===== src/sms_defines.svh =====
`ifndef SMS_DEFINES_SVH
`define SMS_DEFINES_SVH

// Time base
`define SMS_CLK_HZ 20000000
`define SMS_TMR_W 24

// Lamp waveforms: frequency in millihertz and duty in percent
`define SMS_SI_FREQ_MILLIHZ 1250
`define SMS_SI_DUTY_PCT 50
`define SMS_PL_FREQ_MILLIHZ 100000
`define SMS_PL_DUTY_PCT 20

// Mode timing in milliseconds
`define SMS_INIT_TMO_MS 256
`define SMS_POR_DELAY_MS 10
`define SMS_RESTART_DELAY_MS 10
`define SMS_FLASH_RST_MS 1

// Register indices
`define SMS_REG_CMD 4'h0
`define SMS_REG_STATUS 4'h1

// Command word fields
`define SMS_CMD_MS_LSB 0
`define SMS_CMD_WDSEL_BIT 3
`define SMS_CMD_AUX2_BIT 4
`define SMS_CMD_AUX3_BIT 5
`define SMS_CMD_LHEN_BIT 6
`define SMS_CMD_WKINH_LSB 7

// Mode select codes
`define SMS_MS_NORMAL 3'h0
`define SMS_MS_SLEEP 3'h1
`define SMS_MS_STOP 3'h2
`define SMS_MS_SWFLASH 3'h3
`define SMS_MS_RESTART 3'h4

`endif


===== src/sms_pkg.sv =====
package sms_pkg;

  // Ten operating modes, one-hot
  typedef enum logic [9:0] {
    SMS_POR       = 10'b00_0000_0001,
    SMS_INIT      = 10'b00_0000_0010,
    SMS_NORMAL    = 10'b00_0000_0100,
    SMS_RESTART   = 10'b00_0000_1000,
    SMS_SWFLASH   = 10'b00_0001_0000,
    SMS_SLEEP     = 10'b00_0010_0000,
    SMS_STOP      = 10'b00_0100_0000,
    SMS_FAILSAFE  = 10'b00_1000_0000,
    SMS_SWDEV     = 10'b01_0000_0000,
    SMS_FACTFLASH = 10'b10_0000_0000
  } sms_mode_t;

  // Regulator and transceiver enables
  typedef struct packed {
    logic main_en;
    logic aux2_en;
    logic aux3_en;
    logic can_active;
    logic wd_run;
  } sms_supply_t;

  // Open-drain pin as output level plus enable
  typedef struct packed {
    logic out;
    logic oe;
  } sms_od_t;

  // Whole block state
  typedef struct packed {
    sms_mode_t mode;
    sms_supply_t sup;
    logic strap_done;
    logic dev_mode;
    logic cfg_fs;
    logic wd_second;
    logic miss_seen;
    logic lh_active;
    logic [2:0] wake_inh;
    logic reset_n;
    logic int_low;
    logic si_low;
    logic pl_low;
    logic [15:0] rdata;
    logic [23:0] tmr;
    logic [23:0] si_cnt;
    logic [23:0] pl_cnt;
  } sms_state_t;

endpackage : sms_pkg


===== src/sms_mode_ctrl.sv =====
// Overview of operation
// - Side indicator: open-drain, 1.25 Hz, 50 percent
// - Pulsed light: open-drain, 100 Hz, 20 percent
// - Grounded strap pin selects development configuration
// - Ten modes chosen by strap and mode bits; SMS_FACTFLASH is never entered here
// - Five configurations from two pins, one bit
// - Config 1/3 miss: regulator kept, Restart
// - Config 2/4 miss: regulator off, Fail-Safe
// - Development mode still honours configurations 1-4
// - Power-up: strap, regulator, delay, then Init
// - Supply below off threshold disables everything
// - Strap sampled again on entering Init
// - Init: aux, CAN, limp-home off, watchdog idle
// - Init goes to commanded Normal or Flash
// - Init timeout or bad command: Restart, limp-home
// - Normal keeps main regulator on, watchdog running
// - Normal: commands switch auxiliary regulators
// - Normal: commands set limp-home, wake inhibits
// - Normal to Sleep/Stop/Flash; Flash pulses reset
// - Commands are 16-bit words
// - Interrupt pin strap picks 1/3 or 2/4
// - Restart exits to Normal, releasing reset
//
// Chosen here: the plain strobed port and the register offsets.
`timescale 1ns/1ns
`include "sms_defines.svh"

module sms_mode_ctrl
  import sms_pkg::*;
#(
  parameter int CLK_HZ = `SMS_CLK_HZ,
  parameter int SI_PERIOD = int'(64'(CLK_HZ) * 1000 / `SMS_SI_FREQ_MILLIHZ),
  parameter int SI_LOW = SI_PERIOD * `SMS_SI_DUTY_PCT / 100,
  parameter int PL_PERIOD = int'(64'(CLK_HZ) * 1000 / `SMS_PL_FREQ_MILLIHZ),
  parameter int PL_LOW = PL_PERIOD * `SMS_PL_DUTY_PCT / 100,
  parameter int INIT_TMO = int'(64'(CLK_HZ) * `SMS_INIT_TMO_MS / 1000),
  parameter int POR_DELAY = int'(64'(CLK_HZ) * `SMS_POR_DELAY_MS / 1000),
  parameter int RESTART_DELAY = int'(64'(CLK_HZ) * `SMS_RESTART_DELAY_MS / 1000),
  parameter int FLASH_RST = int'(64'(CLK_HZ) * `SMS_FLASH_RST_MS / 1000)
)
(
  input wire logic mclk,
  input wire logic resetn,
  input wire logic clk_en,
  input wire logic [3:0] reg_addr,
  input wire logic [15:0] reg_wdata,
  input wire logic reg_wr,
  input wire logic reg_rd,
  output logic [15:0] reg_rdata,
  input wire logic supply_ok,
  input wire logic main_reg_ok,
  input wire logic wd_miss,
  input wire logic wake_event,
  input wire logic devmode_strap_light_pin_in,
  output logic devmode_strap_light_pin_out,
  output logic devmode_strap_light_pin_oe,
  input wire logic int_pin_in,
  output logic int_pin_out,
  output logic int_pin_oe,
  output sms_od_t side_indicator_blink_out,
  output sms_od_t failsafe_output,
  output sms_supply_t supply_ctrl,
  output logic [2:0] wake_inhibit,
  output logic reset_output_n
);

  localparam int TMR_MAX = 2 ** `SMS_TMR_W;

  // Counters must fit the shared timer width
  initial
  begin
    if (SI_PERIOD < 2 || SI_LOW < 1 || SI_PERIOD > TMR_MAX || SI_LOW >= SI_PERIOD)
      $error("side indicator timing out of range");
    if (PL_PERIOD < 2 || PL_LOW < 1 || PL_PERIOD > TMR_MAX || PL_LOW >= PL_PERIOD)
      $error("pulsed light timing out of range");
    if (INIT_TMO < 1 || POR_DELAY < 1 || RESTART_DELAY < 1 || FLASH_RST < 1)
      $error("mode delays must be at least one cycle");
    if (INIT_TMO > TMR_MAX || POR_DELAY > TMR_MAX || RESTART_DELAY > TMR_MAX || FLASH_RST > TMR_MAX)
      $error("mode delays exceed timer width");
  end

  localparam logic [23:0] SI_END = 24'(SI_PERIOD - 1);
  localparam logic [23:0] SI_LOWC = 24'(SI_LOW);
  localparam logic [23:0] PL_END = 24'(PL_PERIOD - 1);
  localparam logic [23:0] PL_LOWC = 24'(PL_LOW);
  localparam logic [23:0] INIT_END = 24'(INIT_TMO - 1);
  localparam logic [23:0] POR_END = 24'(POR_DELAY - 1);
  localparam logic [23:0] RST_END = 24'(RESTART_DELAY - 1);
  localparam logic [23:0] FLR_END = 24'(FLASH_RST - 1);

  localparam sms_state_t RESET_STATE = '{
    mode: SMS_POR, sup: '0, strap_done: 1'b0, dev_mode: 1'b0, cfg_fs: 1'b0,
    wd_second: 1'b0, miss_seen: 1'b0, lh_active: 1'b0, wake_inh: 3'h0,
    reset_n: 1'b0, int_low: 1'b0, si_low: 1'b0, pl_low: 1'b0,
    rdata: 16'h0000, tmr: 24'h00_0000, si_cnt: 24'h00_0000, pl_cnt: 24'h00_0000
  };

  sms_state_t s;
  sms_state_t next_s;
  logic cmd_wr;
  logic [2:0] ms;
  logic [2:0] cfg_num;
  sms_mode_t run_mode;

  // Command decode
  assign cmd_wr = reg_wr && (reg_addr == `SMS_REG_CMD);
  assign ms = reg_wdata[`SMS_CMD_MS_LSB +: 3];
  assign run_mode = s.dev_mode ? SMS_SWDEV : SMS_NORMAL;
  assign cfg_num = s.dev_mode ? 3'h0 : 3'(3'h1 + {2'h0, s.cfg_fs} + {1'b0, s.wd_second, 1'b0});

  // Next-state logic for modes, timers, lamps and register reads
  always_comb
  begin
    next_s = s;
    next_s.rdata = 16'h0000;
    next_s.tmr = s.tmr + 24'h00_0001;
    if (!supply_ok)
    begin
      next_s = RESET_STATE;
    end
    else
    begin
      case (s.mode)
        SMS_POR:
        begin
          if (!s.strap_done)
          begin
            next_s.strap_done = 1'b1;
            next_s.dev_mode = !devmode_strap_light_pin_in;
            next_s.tmr = 24'h00_0000;
          end
          else
          begin
            next_s.sup.main_en = 1'b1;
            if (!main_reg_ok)
              next_s.tmr = 24'h00_0000;
            else if (s.tmr == POR_END)
            begin
              next_s.mode = SMS_INIT;
              next_s.reset_n = 1'b1;
              next_s.tmr = 24'h00_0000;
              next_s.dev_mode = !devmode_strap_light_pin_in;
              next_s.cfg_fs = !int_pin_in;
            end
          end
        end
        SMS_INIT:
        begin
          if (cmd_wr)
          begin
            next_s.wd_second = reg_wdata[`SMS_CMD_WDSEL_BIT];
            if (ms == `SMS_MS_NORMAL)
            begin
              next_s.mode = run_mode;
              next_s.sup.can_active = 1'b1;
              next_s.sup.wd_run = 1'b1;
            end
            else if (ms == `SMS_MS_SWFLASH)
            begin
              next_s.mode = SMS_SWFLASH;
              next_s.sup.can_active = 1'b1;
              next_s.tmr = FLR_END;
            end
            else
            begin
              next_s.mode = SMS_RESTART;
              next_s.lh_active = 1'b1;
              next_s.reset_n = 1'b0;
              next_s.tmr = 24'h00_0000;
            end
          end
          else if (s.tmr == INIT_END)
          begin
            next_s.mode = SMS_RESTART;
            next_s.lh_active = 1'b1;
            next_s.reset_n = 1'b0;
            next_s.tmr = 24'h00_0000;
          end
        end
        SMS_NORMAL, SMS_SWDEV:
        begin
          next_s.sup.main_en = 1'b1;
          if (wd_miss)
          begin
            next_s.sup.wd_run = 1'b0;
            next_s.reset_n = 1'b0;
            next_s.tmr = 24'h00_0000;
            if (s.wd_second && !s.miss_seen)
            begin
              next_s.miss_seen = 1'b1;
              next_s.mode = SMS_RESTART;
            end
            else
            begin
              next_s.miss_seen = 1'b0;
              next_s.lh_active = 1'b1;
              if (s.cfg_fs)
              begin
                next_s.mode = SMS_FAILSAFE;
                next_s.sup = '0;
              end
              else
                next_s.mode = SMS_RESTART;
            end
          end
          else if (cmd_wr)
          begin
            next_s.sup.aux2_en = reg_wdata[`SMS_CMD_AUX2_BIT];
            next_s.sup.aux3_en = reg_wdata[`SMS_CMD_AUX3_BIT];
            next_s.lh_active = reg_wdata[`SMS_CMD_LHEN_BIT];
            next_s.wake_inh = reg_wdata[`SMS_CMD_WKINH_LSB +: 3];
            next_s.wd_second = reg_wdata[`SMS_CMD_WDSEL_BIT];
            if (ms == `SMS_MS_SLEEP)
            begin
              next_s.mode = SMS_SLEEP;
              next_s.sup = '0;
            end
            else if (ms == `SMS_MS_STOP)
            begin
              next_s.mode = SMS_STOP;
              next_s.sup.can_active = 1'b0;
            end
            else if (ms == `SMS_MS_SWFLASH)
            begin
              next_s.mode = SMS_SWFLASH;
              next_s.reset_n = 1'b0;
              next_s.tmr = 24'h00_0000;
            end
          end
        end
        SMS_SWFLASH:
        begin
          if (s.tmr == FLR_END)
            next_s.reset_n = 1'b1;
          if (s.tmr >= FLR_END)
            next_s.tmr = s.tmr;
          if (wd_miss || (cmd_wr && ms == `SMS_MS_RESTART))
          begin
            next_s.mode = SMS_RESTART;
            next_s.reset_n = 1'b0;
            next_s.tmr = 24'h00_0000;
          end
          else if (cmd_wr)
            next_s.lh_active = reg_wdata[`SMS_CMD_LHEN_BIT];
        end
        SMS_RESTART:
        begin
          next_s.sup.main_en = 1'b1;
          if (s.tmr == RST_END)
          begin
            next_s.mode = run_mode;
            next_s.reset_n = 1'b1;
            next_s.sup.can_active = 1'b1;
            next_s.sup.wd_run = 1'b1;
          end
        end
        SMS_SLEEP, SMS_FAILSAFE:
        begin
          if (wake_event)
          begin
            next_s.mode = SMS_RESTART;
            next_s.reset_n = 1'b0;
            next_s.tmr = 24'h00_0000;
          end
        end
        SMS_STOP:
        begin
          if (wake_event)
            next_s.int_low = 1'b1;
          if (cmd_wr && ms == `SMS_MS_NORMAL)
          begin
            next_s.mode = run_mode;
            next_s.sup.can_active = 1'b1;
          end
        end
        default:
        begin
          next_s.mode = SMS_POR;
        end
      endcase
      if (s.mode != SMS_POR && s.mode != SMS_RESTART && s.mode != SMS_SWFLASH)
        next_s.tmr = (s.mode == SMS_INIT) ? next_s.tmr : 24'h00_0000;
      // Status read; a wake in the same cycle keeps the interrupt
      if (reg_rd && reg_addr == `SMS_REG_STATUS)
      begin
        next_s.rdata = {s.mode[9:0], cfg_num, s.lh_active, s.int_low, s.reset_n};
        if (!(s.mode == SMS_STOP && wake_event))
          next_s.int_low = 1'b0;
      end
      else if (reg_rd && reg_addr == `SMS_REG_CMD)
        next_s.rdata = {s.wake_inh, s.lh_active, s.sup.aux3_en, s.sup.aux2_en, s.wd_second, 9'h000};
      // Lamp waveforms run only while limp-home is active
      if (next_s.lh_active)
      begin
        next_s.si_cnt = (s.si_cnt == SI_END) ? 24'h00_0000 : s.si_cnt + 24'h00_0001;
        next_s.pl_cnt = (s.pl_cnt == PL_END) ? 24'h00_0000 : s.pl_cnt + 24'h00_0001;
      end
      else
      begin
        next_s.si_cnt = 24'h00_0000;
        next_s.pl_cnt = 24'h00_0000;
      end
      next_s.si_low = next_s.lh_active && (next_s.si_cnt < SI_LOWC);
      next_s.pl_low = next_s.lh_active && (next_s.pl_cnt < PL_LOWC);
    end
  end

  // State register, frozen while the clock enable is low
  always_ff @(posedge mclk or negedge resetn)
  begin
    if (!resetn)
      s <= RESET_STATE;
    else if (clk_en)
      s <= next_s;
  end

  // Outputs straight from state; open-drain pins only pull low
  assign reg_rdata = s.rdata;
  assign supply_ctrl = s.sup;
  assign wake_inhibit = s.wake_inh;
  assign reset_output_n = s.reset_n;
  assign side_indicator_blink_out = '{out: 1'b0, oe: s.si_low};
  assign devmode_strap_light_pin_out = 1'b0;
  assign devmode_strap_light_pin_oe = s.pl_low;
  assign failsafe_output = '{out: 1'b0, oe: s.lh_active};
  assign int_pin_out = 1'b0;
  assign int_pin_oe = s.int_low;
endmodule : sms_mode_ctrl


===== config.mk =====
export PLATFORM = sky130hd
export DESIGN_NAME = sms_mode_ctrl
export DESIGN_NICKNAME = d
export VERILOG_FILES = /design/src/sms_pkg.sv /design/src/sms_mode_ctrl.sv
export VERILOG_INCLUDE_DIRS = /design/src
export SDC_FILE = /design/constraint.sdc
export NUM_CORES = 1
export LEC_CHECK = 0
export ABC_AREA = 0
export BUFFER_PORTS_ARGS = -buffer_cell sky130_fd_sc_hd__buf_2
export CAP_MARGIN = 25
export CORE_MARGIN = 2
export CORE_UTILIZATION = 65
export DETAILED_ROUTE_END_ITERATION = 7
export PLACE_DENSITY = 0.84
export SYNTH_ARGS = -nofsm -noshare
export SYNTH_HDL_FRONTEND = slang
export SYNTH_SLANG_ARGS = --single-unit

===== constraint.sdc =====
create_clock -name mclk -period 5 [get_ports mclk]
set_input_delay 0.5 -clock mclk [delete_from_list [all_inputs] [get_ports mclk]]
set_output_delay 0.5 -clock mclk [all_outputs]
set_load 0.03 [all_outputs]

# Word-level counts from Yosys, hierarchy flattened
# Cells that the tools add are included.
classes:
  n_addsub: 5
  multipliers: 0
  n_div: 0
  order_cmp: 3
  n_eq_ne: 64
  n_shift: 0
  n_mux: 105
  bitwise: 0
  reduce_logical: 31
op_table:
  columns: ["cell", "count"]
  rows:
  - ["$mux W24", 18]
  - ["$mux W10", 12]
  - ["$pmux W24 S5", 1]
  - ["$mux W116", 1]
  - ["$mux W48", 2]
  - ["$add A24 B1 Y24 const B", 3]
  - ["$pmux W10 S7", 1]
  - ["$eq A24 B18 Y1 const B", 2]
  - ["$ne A4 B4 Y1 const B", 12]
  - ["$mux W15", 3]
  - ["$mux W1", 41]
  - ["$ne A3 B3 Y1 const B", 12]
  - ["$mux W16", 2]
  - ["$eq A24 B15 Y1 const B", 1]
  - ["$eq A24 B23 Y1 const B", 1]
  - ["$eq A24 B24 Y1 const B", 1]
  - ["$ge A24 B15 Y1 const B", 1]
  - ["$lt A24 B16 Y1 const B", 1]
  - ["$lt A24 B23 Y1 const B", 1]
  - ["$mux W5", 4]
  - ["$mux W9", 2]
  - ["$mux W3", 5]
  - ["$ne A2 B1 Y1 const B", 7]
  - ["$reduce_and A13 Y1", 1]
  - ["other kinds (46)", 73]
totals:
  regBits: 116
  latch_bits: 0
  mem_bits_rw: 0
  rom_bits: 0
  input_bits: 31
  out_inout_bits: 33
  wordCells: 229
  memories: 0

# Longest topological paths before layout
depth:
  ltp_word: 13
  depth_mapped: 11
  ltp_nobuf: 9

# Least setup slack after synthesis
# No wires, ideal clock.
synth_timing:
  kind: "register to register"
  start: "register s[68] in the netlist's numbering"
  end: "register s (netlist bit reset_output_n)"
  setup_ps: 131
  arrival_time_ps: 2807
  required_time_ps: 4869
  setup_slack_ps: 2061
  path_stages_with_launch: 9
  n_path_buf: 0
  synth_period_minus_slack_ps: 2939
  cell_sequence: "dfrtp_1 or3_1 or4_4 or2_0 or4_1 a211o_1 a211oi_2 a21oi_1 or3_1"
synth_between:
  elab_chain_cells: 6
  elab_cells_between_ends: 11
  cone_classes: "eq/ne (5); mux (5); reduce/logical (1)"
synth_lines:
  columns: ["item", "line", "text"]
  rows:
  - ["start, declared", "sms_mode_ctrl.sv:98", "sms_state_t s;"]
  - ["start signal, assigned", "sms_mode_ctrl.sv:314", "s <= next_s;"]
  - ["$eq A24 B18 Y1", "sms_mode_ctrl.sv:137, sms_mode_ctrl.sv:249", null]
  - ["$mux W1 (3 in series)", null, null]
  - ["$pmux W1 S6", null, null]
  - ["$mux W116", null, null]
# Several ways; a longest one is shown, not always the timed one. The select of a mux whose other input is x is not followed.
# A chain may end at the register's enable or synchronous reset.

# Final worst setup path
layout_timing:
  start: "register s[110] in the netlist's numbering"
  end: "register s[46] in the netlist's numbering"
layout_between:
  elab_chain_cells: 7
  elab_cells_between_ends: 10
  cone_classes: "eq/ne (4); mux (5); reduce/logical (1)"
layout_lines:
  columns: ["item", "line", "text"]
  rows:
  - ["$eq A10 B3 Y1 or $eq A10 B9 Y1 (tied branches)", "sms_mode_ctrl.sv:123", "case (s.mode)"]
  - ["$reduce_or A2 Y1", "sms_mode_ctrl.sv:123", null]
  - ["$pmux W1 S3 (*)", "sms_mode_ctrl.sv:123", null]
  - ["$mux W1 (*)", "sms_mode_ctrl.sv:117", "if (!supply_ok)"]
  - ["$mux W48 (*)", "sms_mode_ctrl.sv:293", "if (next_s.lh_active)"]
  - ["$mux W48 (*)", "sms_mode_ctrl.sv:117", null]
  - ["$mux W116 (*)", "sms_mode_ctrl.sv:117", null]
# Every way passes the cells marked *; elsewhere a longest branch is shown, timed or not. The select of a mux whose other input is x is not followed.

==> out/metrics.cfg <==
[run_status]
status = finished clean

[critical_path]
cp-startpoint = s[110]$_DFFE_PN0P_
crit_path_end = s[46]$_DFFE_PN0P_
r2r_cells = 9
crit_family = simple AND/OR/NAND/NOR gates
worstSetupPathType = reg -> reg
worstPathRequired_ns = 5.37
reg2reg_from = s[110]$_DFFE_PN0P_
r2r_setup_slack_ns = 1.04
cp.depth = 9
cp_slowest_stage_delay_ns = 0.67
crit_top_cell = nor2_1
timing.rr.end = s[46]$_DFFE_PN0P_
cp_slowest_cell = nor2_1
cp-start-kind = register
path_cells = nor2_1 > or4b_1 > nor2_2 > o311a_1 > a21bo_2 > buf_4 > nor2_1 > and3_1 > a211o_1
cp_max_fo = 32
end_kind = register
crit_buf_inv = 1
worstPathArrival_ns = 4.32

[place]
dp.cells = 1050
placed_area_mm2 = 0.00782
dpl.hpwl_um = 14600
gp_congestion = 0.955
dp_slack_ns = 1.19
port_buffers = 53

[drt]
detailroute.wirelength.met2_um = 10500
routed-wl-met3_um = 1980
ant_nets = 0
routed_via_density = 7.03
drc = 0
wirelength_um = 21700
wl_met1_um = 8700
dr.first_iter.drc_count = 924
routedWlPerCell_um = 20.0
via_count = 7616
highest_layer = met4
firstDrtPassIters = 7

[yosys]
netlist_area_mm2 = 0.00777
yosysTopAreaCell = dfrtp_1
yosysTopAreaCellShare_pct = 36.7
synthArstFlopShare_pct = 100
syn-mean-instance-area_um2 = 8.34
yosys-top-cells-count = 114 x dfrtp_1, 99 x nand2_1, 72 x o21ai_0, 55 x nor2_1, 47 x nand3_1
synth_seq_cells = 115
synth.most_common_cell = dfrtp_1
ys_types = 75
synth-seq-area-share_pct = 37.1
synth_ff_type = dfrtp_1
synth_area_leaders = dfrtp_1 37%, nand2_1 4.8%, o21ai_0 4.6%
syn_inst = 931
yosys_warnings = 0
synth_edf_count = 0

[final_layout]
fin_cells = 1084
layout-drive-gt1-share_pct = 13.0
n_antenna_cell = 0
area_growth_pct = 9.04
post-route-util_pct = 73.5
final_nets = 963
fin_area_mm2 = 0.00847

[floorplanning]
dieArea_mm2 = 0.0128
fp.dieW_um = 113
rows = 39
core_mm2 = 0.0115
io_pins = 64
die_y_um = 113
start_util_pct = 67.4

[sta]
timing.fmax_mhz = 253
fin_crit_sh_pct = 79.2
fin_crit_ns = 3.96
hold_violations = 0
setup_viol = 0
timing.final.ws_setup_ns = 1.04
drv_slew = 0
clock_skew_ns = 0.00509
setup-tns-final_ns = 0
worst_pin_slew_ns = 0.920
rsz0062_at_grt = false
relSlewSlack_pct = 38.2

[clock_tree]
root_buffer = clkbuf_16
clkTransAtPathRegs_ns = 0.06
cts.hold.buffers_added = 0
cts_tree = done
cts_made_buffers = 17
post_cts.repair.setup_buffers = 0
cts.repair.resized = 0
clk_latency_ns = 0.43
cts.sinks = 115
htree_levels = 4
cts_buffer_depth = 2

[hold_path]
hp-class = in -> reg

[power]
power_density_mw_per_mm2 = 345
p_leak_nw = 3.68
ir_drop_uv = 251

[global_route]
grt_first_pass_wirelength_um = 35900
gr-total-overflow = 0
grt_pass1_vias = 7215
grt_max_degree = 81
track_usage_pct = 34.7
antenna_found_initial = 0

[run]
drv_cap = 0

## layout by cell type (no fill, tap or decap), types with 13 or more instances in the layout
master / netlist / routed
and3_1: 26 / 26
inv_1: 26 / 26
nand3_1: 47 / 47
dfrtp_1: 114 / 114
nor4_1: 13 / 13
mux2i_1: 16 / 16
a21oi_1: 38 / 38
nor2_1: 55 / 55
buf_2: 8 / 52
xnor2_1: 13 / 13
a21o_1: 15 / 15
nand4_1: 25 / 25
clkbuf_16: 0 / 17
o21ai_0: 72 / 72
nor3_1: 40 / 40
a22o_1: 20 / 20
o31ai_1: 17 / 17
nand2_1: 99 / 99
## registers in the layout, summed over array words and instances, names as in the netlist
signal,cells
devmode_strap_light_pin_oe,1
reg_rdata,16
failsafe_output,1
supply_ctrl,5
wake_inhibit,3
s,86
int_pin_oe,1
reset_output_n,1
side_indicator_blink_out,1
## report_power, final
group | internal, mW | leakage, nW | switching [mW] | total [mW]
combinational | 0.207 | 1.82 | 0.410 | 0.616
clock | 0.787 | 0.277 | 0.448 | 1.23
sequential | 0.987 | 1.58 | 0.0789 | 1.07
total | 1.98 | 3.68 | 0.937 | 2.92
## stage by stage
stage	hold slack [ns]	power, mW
after floorplan	0.204	1.53
after detailed placement	0.468	1.67
final	0.329	2.92
after global placement	0.465	1.66
after global routing	0.319	3.02
after CTS	0.298	2.90
## cells by family after synthesis
family / share of synthesized area, %
muxes: 3.37
AOI/OAI and AO/OA: 22.5
and+or+nand+nor: 27.1
buffers and inverters: 7.19
DFF: 37.1
other: 0.0483
adders and majority gates: 0.644
xor gates and xnor gates: 2.14
## worst reg2reg max path, cell delays in order (launching register included)
cell     delay (ns)
dfrtp_1        0.50
nor2_1         0.60
or4b_1         0.60
nor2_2         0.28
o311a_1        0.34
a21bo_2        0.25
buf_4          0.23
nor2_1         0.68
and3_1         0.30
a211o_1        0.12
## routing by layer
metal / global-route usage, % / vias to the layer above
met3: 6.75 / 65
li1: - / 3444
met1: 45.8 / 3640
met2: 57.7 / 467
met4: 11.5 / 0
met5: 0 / -
## layout make-up
cell class / instances / area [um^2]
Clock buffer: 22 / 484
Clock inverter: 10 / 123
Fill cell: 872 / 3050
Inverter: 28 / 105
Multi-Input combinational cell: 704 / 4340
Sequential cell: 115 / 2880
Tap cell: 143 / 179
Timing Repair Buffer: 62 / 358
## how the worst min path moves through the flow
stage	from	slack, ns	endpoint	depth (start not counted)
final	devmode_strap_light_pin_in	0.33	s[99]$_DFFE_PN0P_	2
after global routing	devmode_strap_light_pin_in	0.32	s[99]$_DFFE_PN0P_	2
after CTS	resetn	0.30	s[46]$_DFFE_PN0P_	1
after detailed placement	reg_rdata[13]$_DFFE_PN0P_	0.47	reg_rdata[13]$_DFFE_PN0P_	1
after global placement	reg_rdata[10]$_DFFE_PN0P_	0.47	reg_rdata[10]$_DFFE_PN0P_	1
after floorplan	resetn	0.20	devmode_strap_light_pin_oe$_DFFE_PN0P_	0
Power figures use the tool's default switching activity.
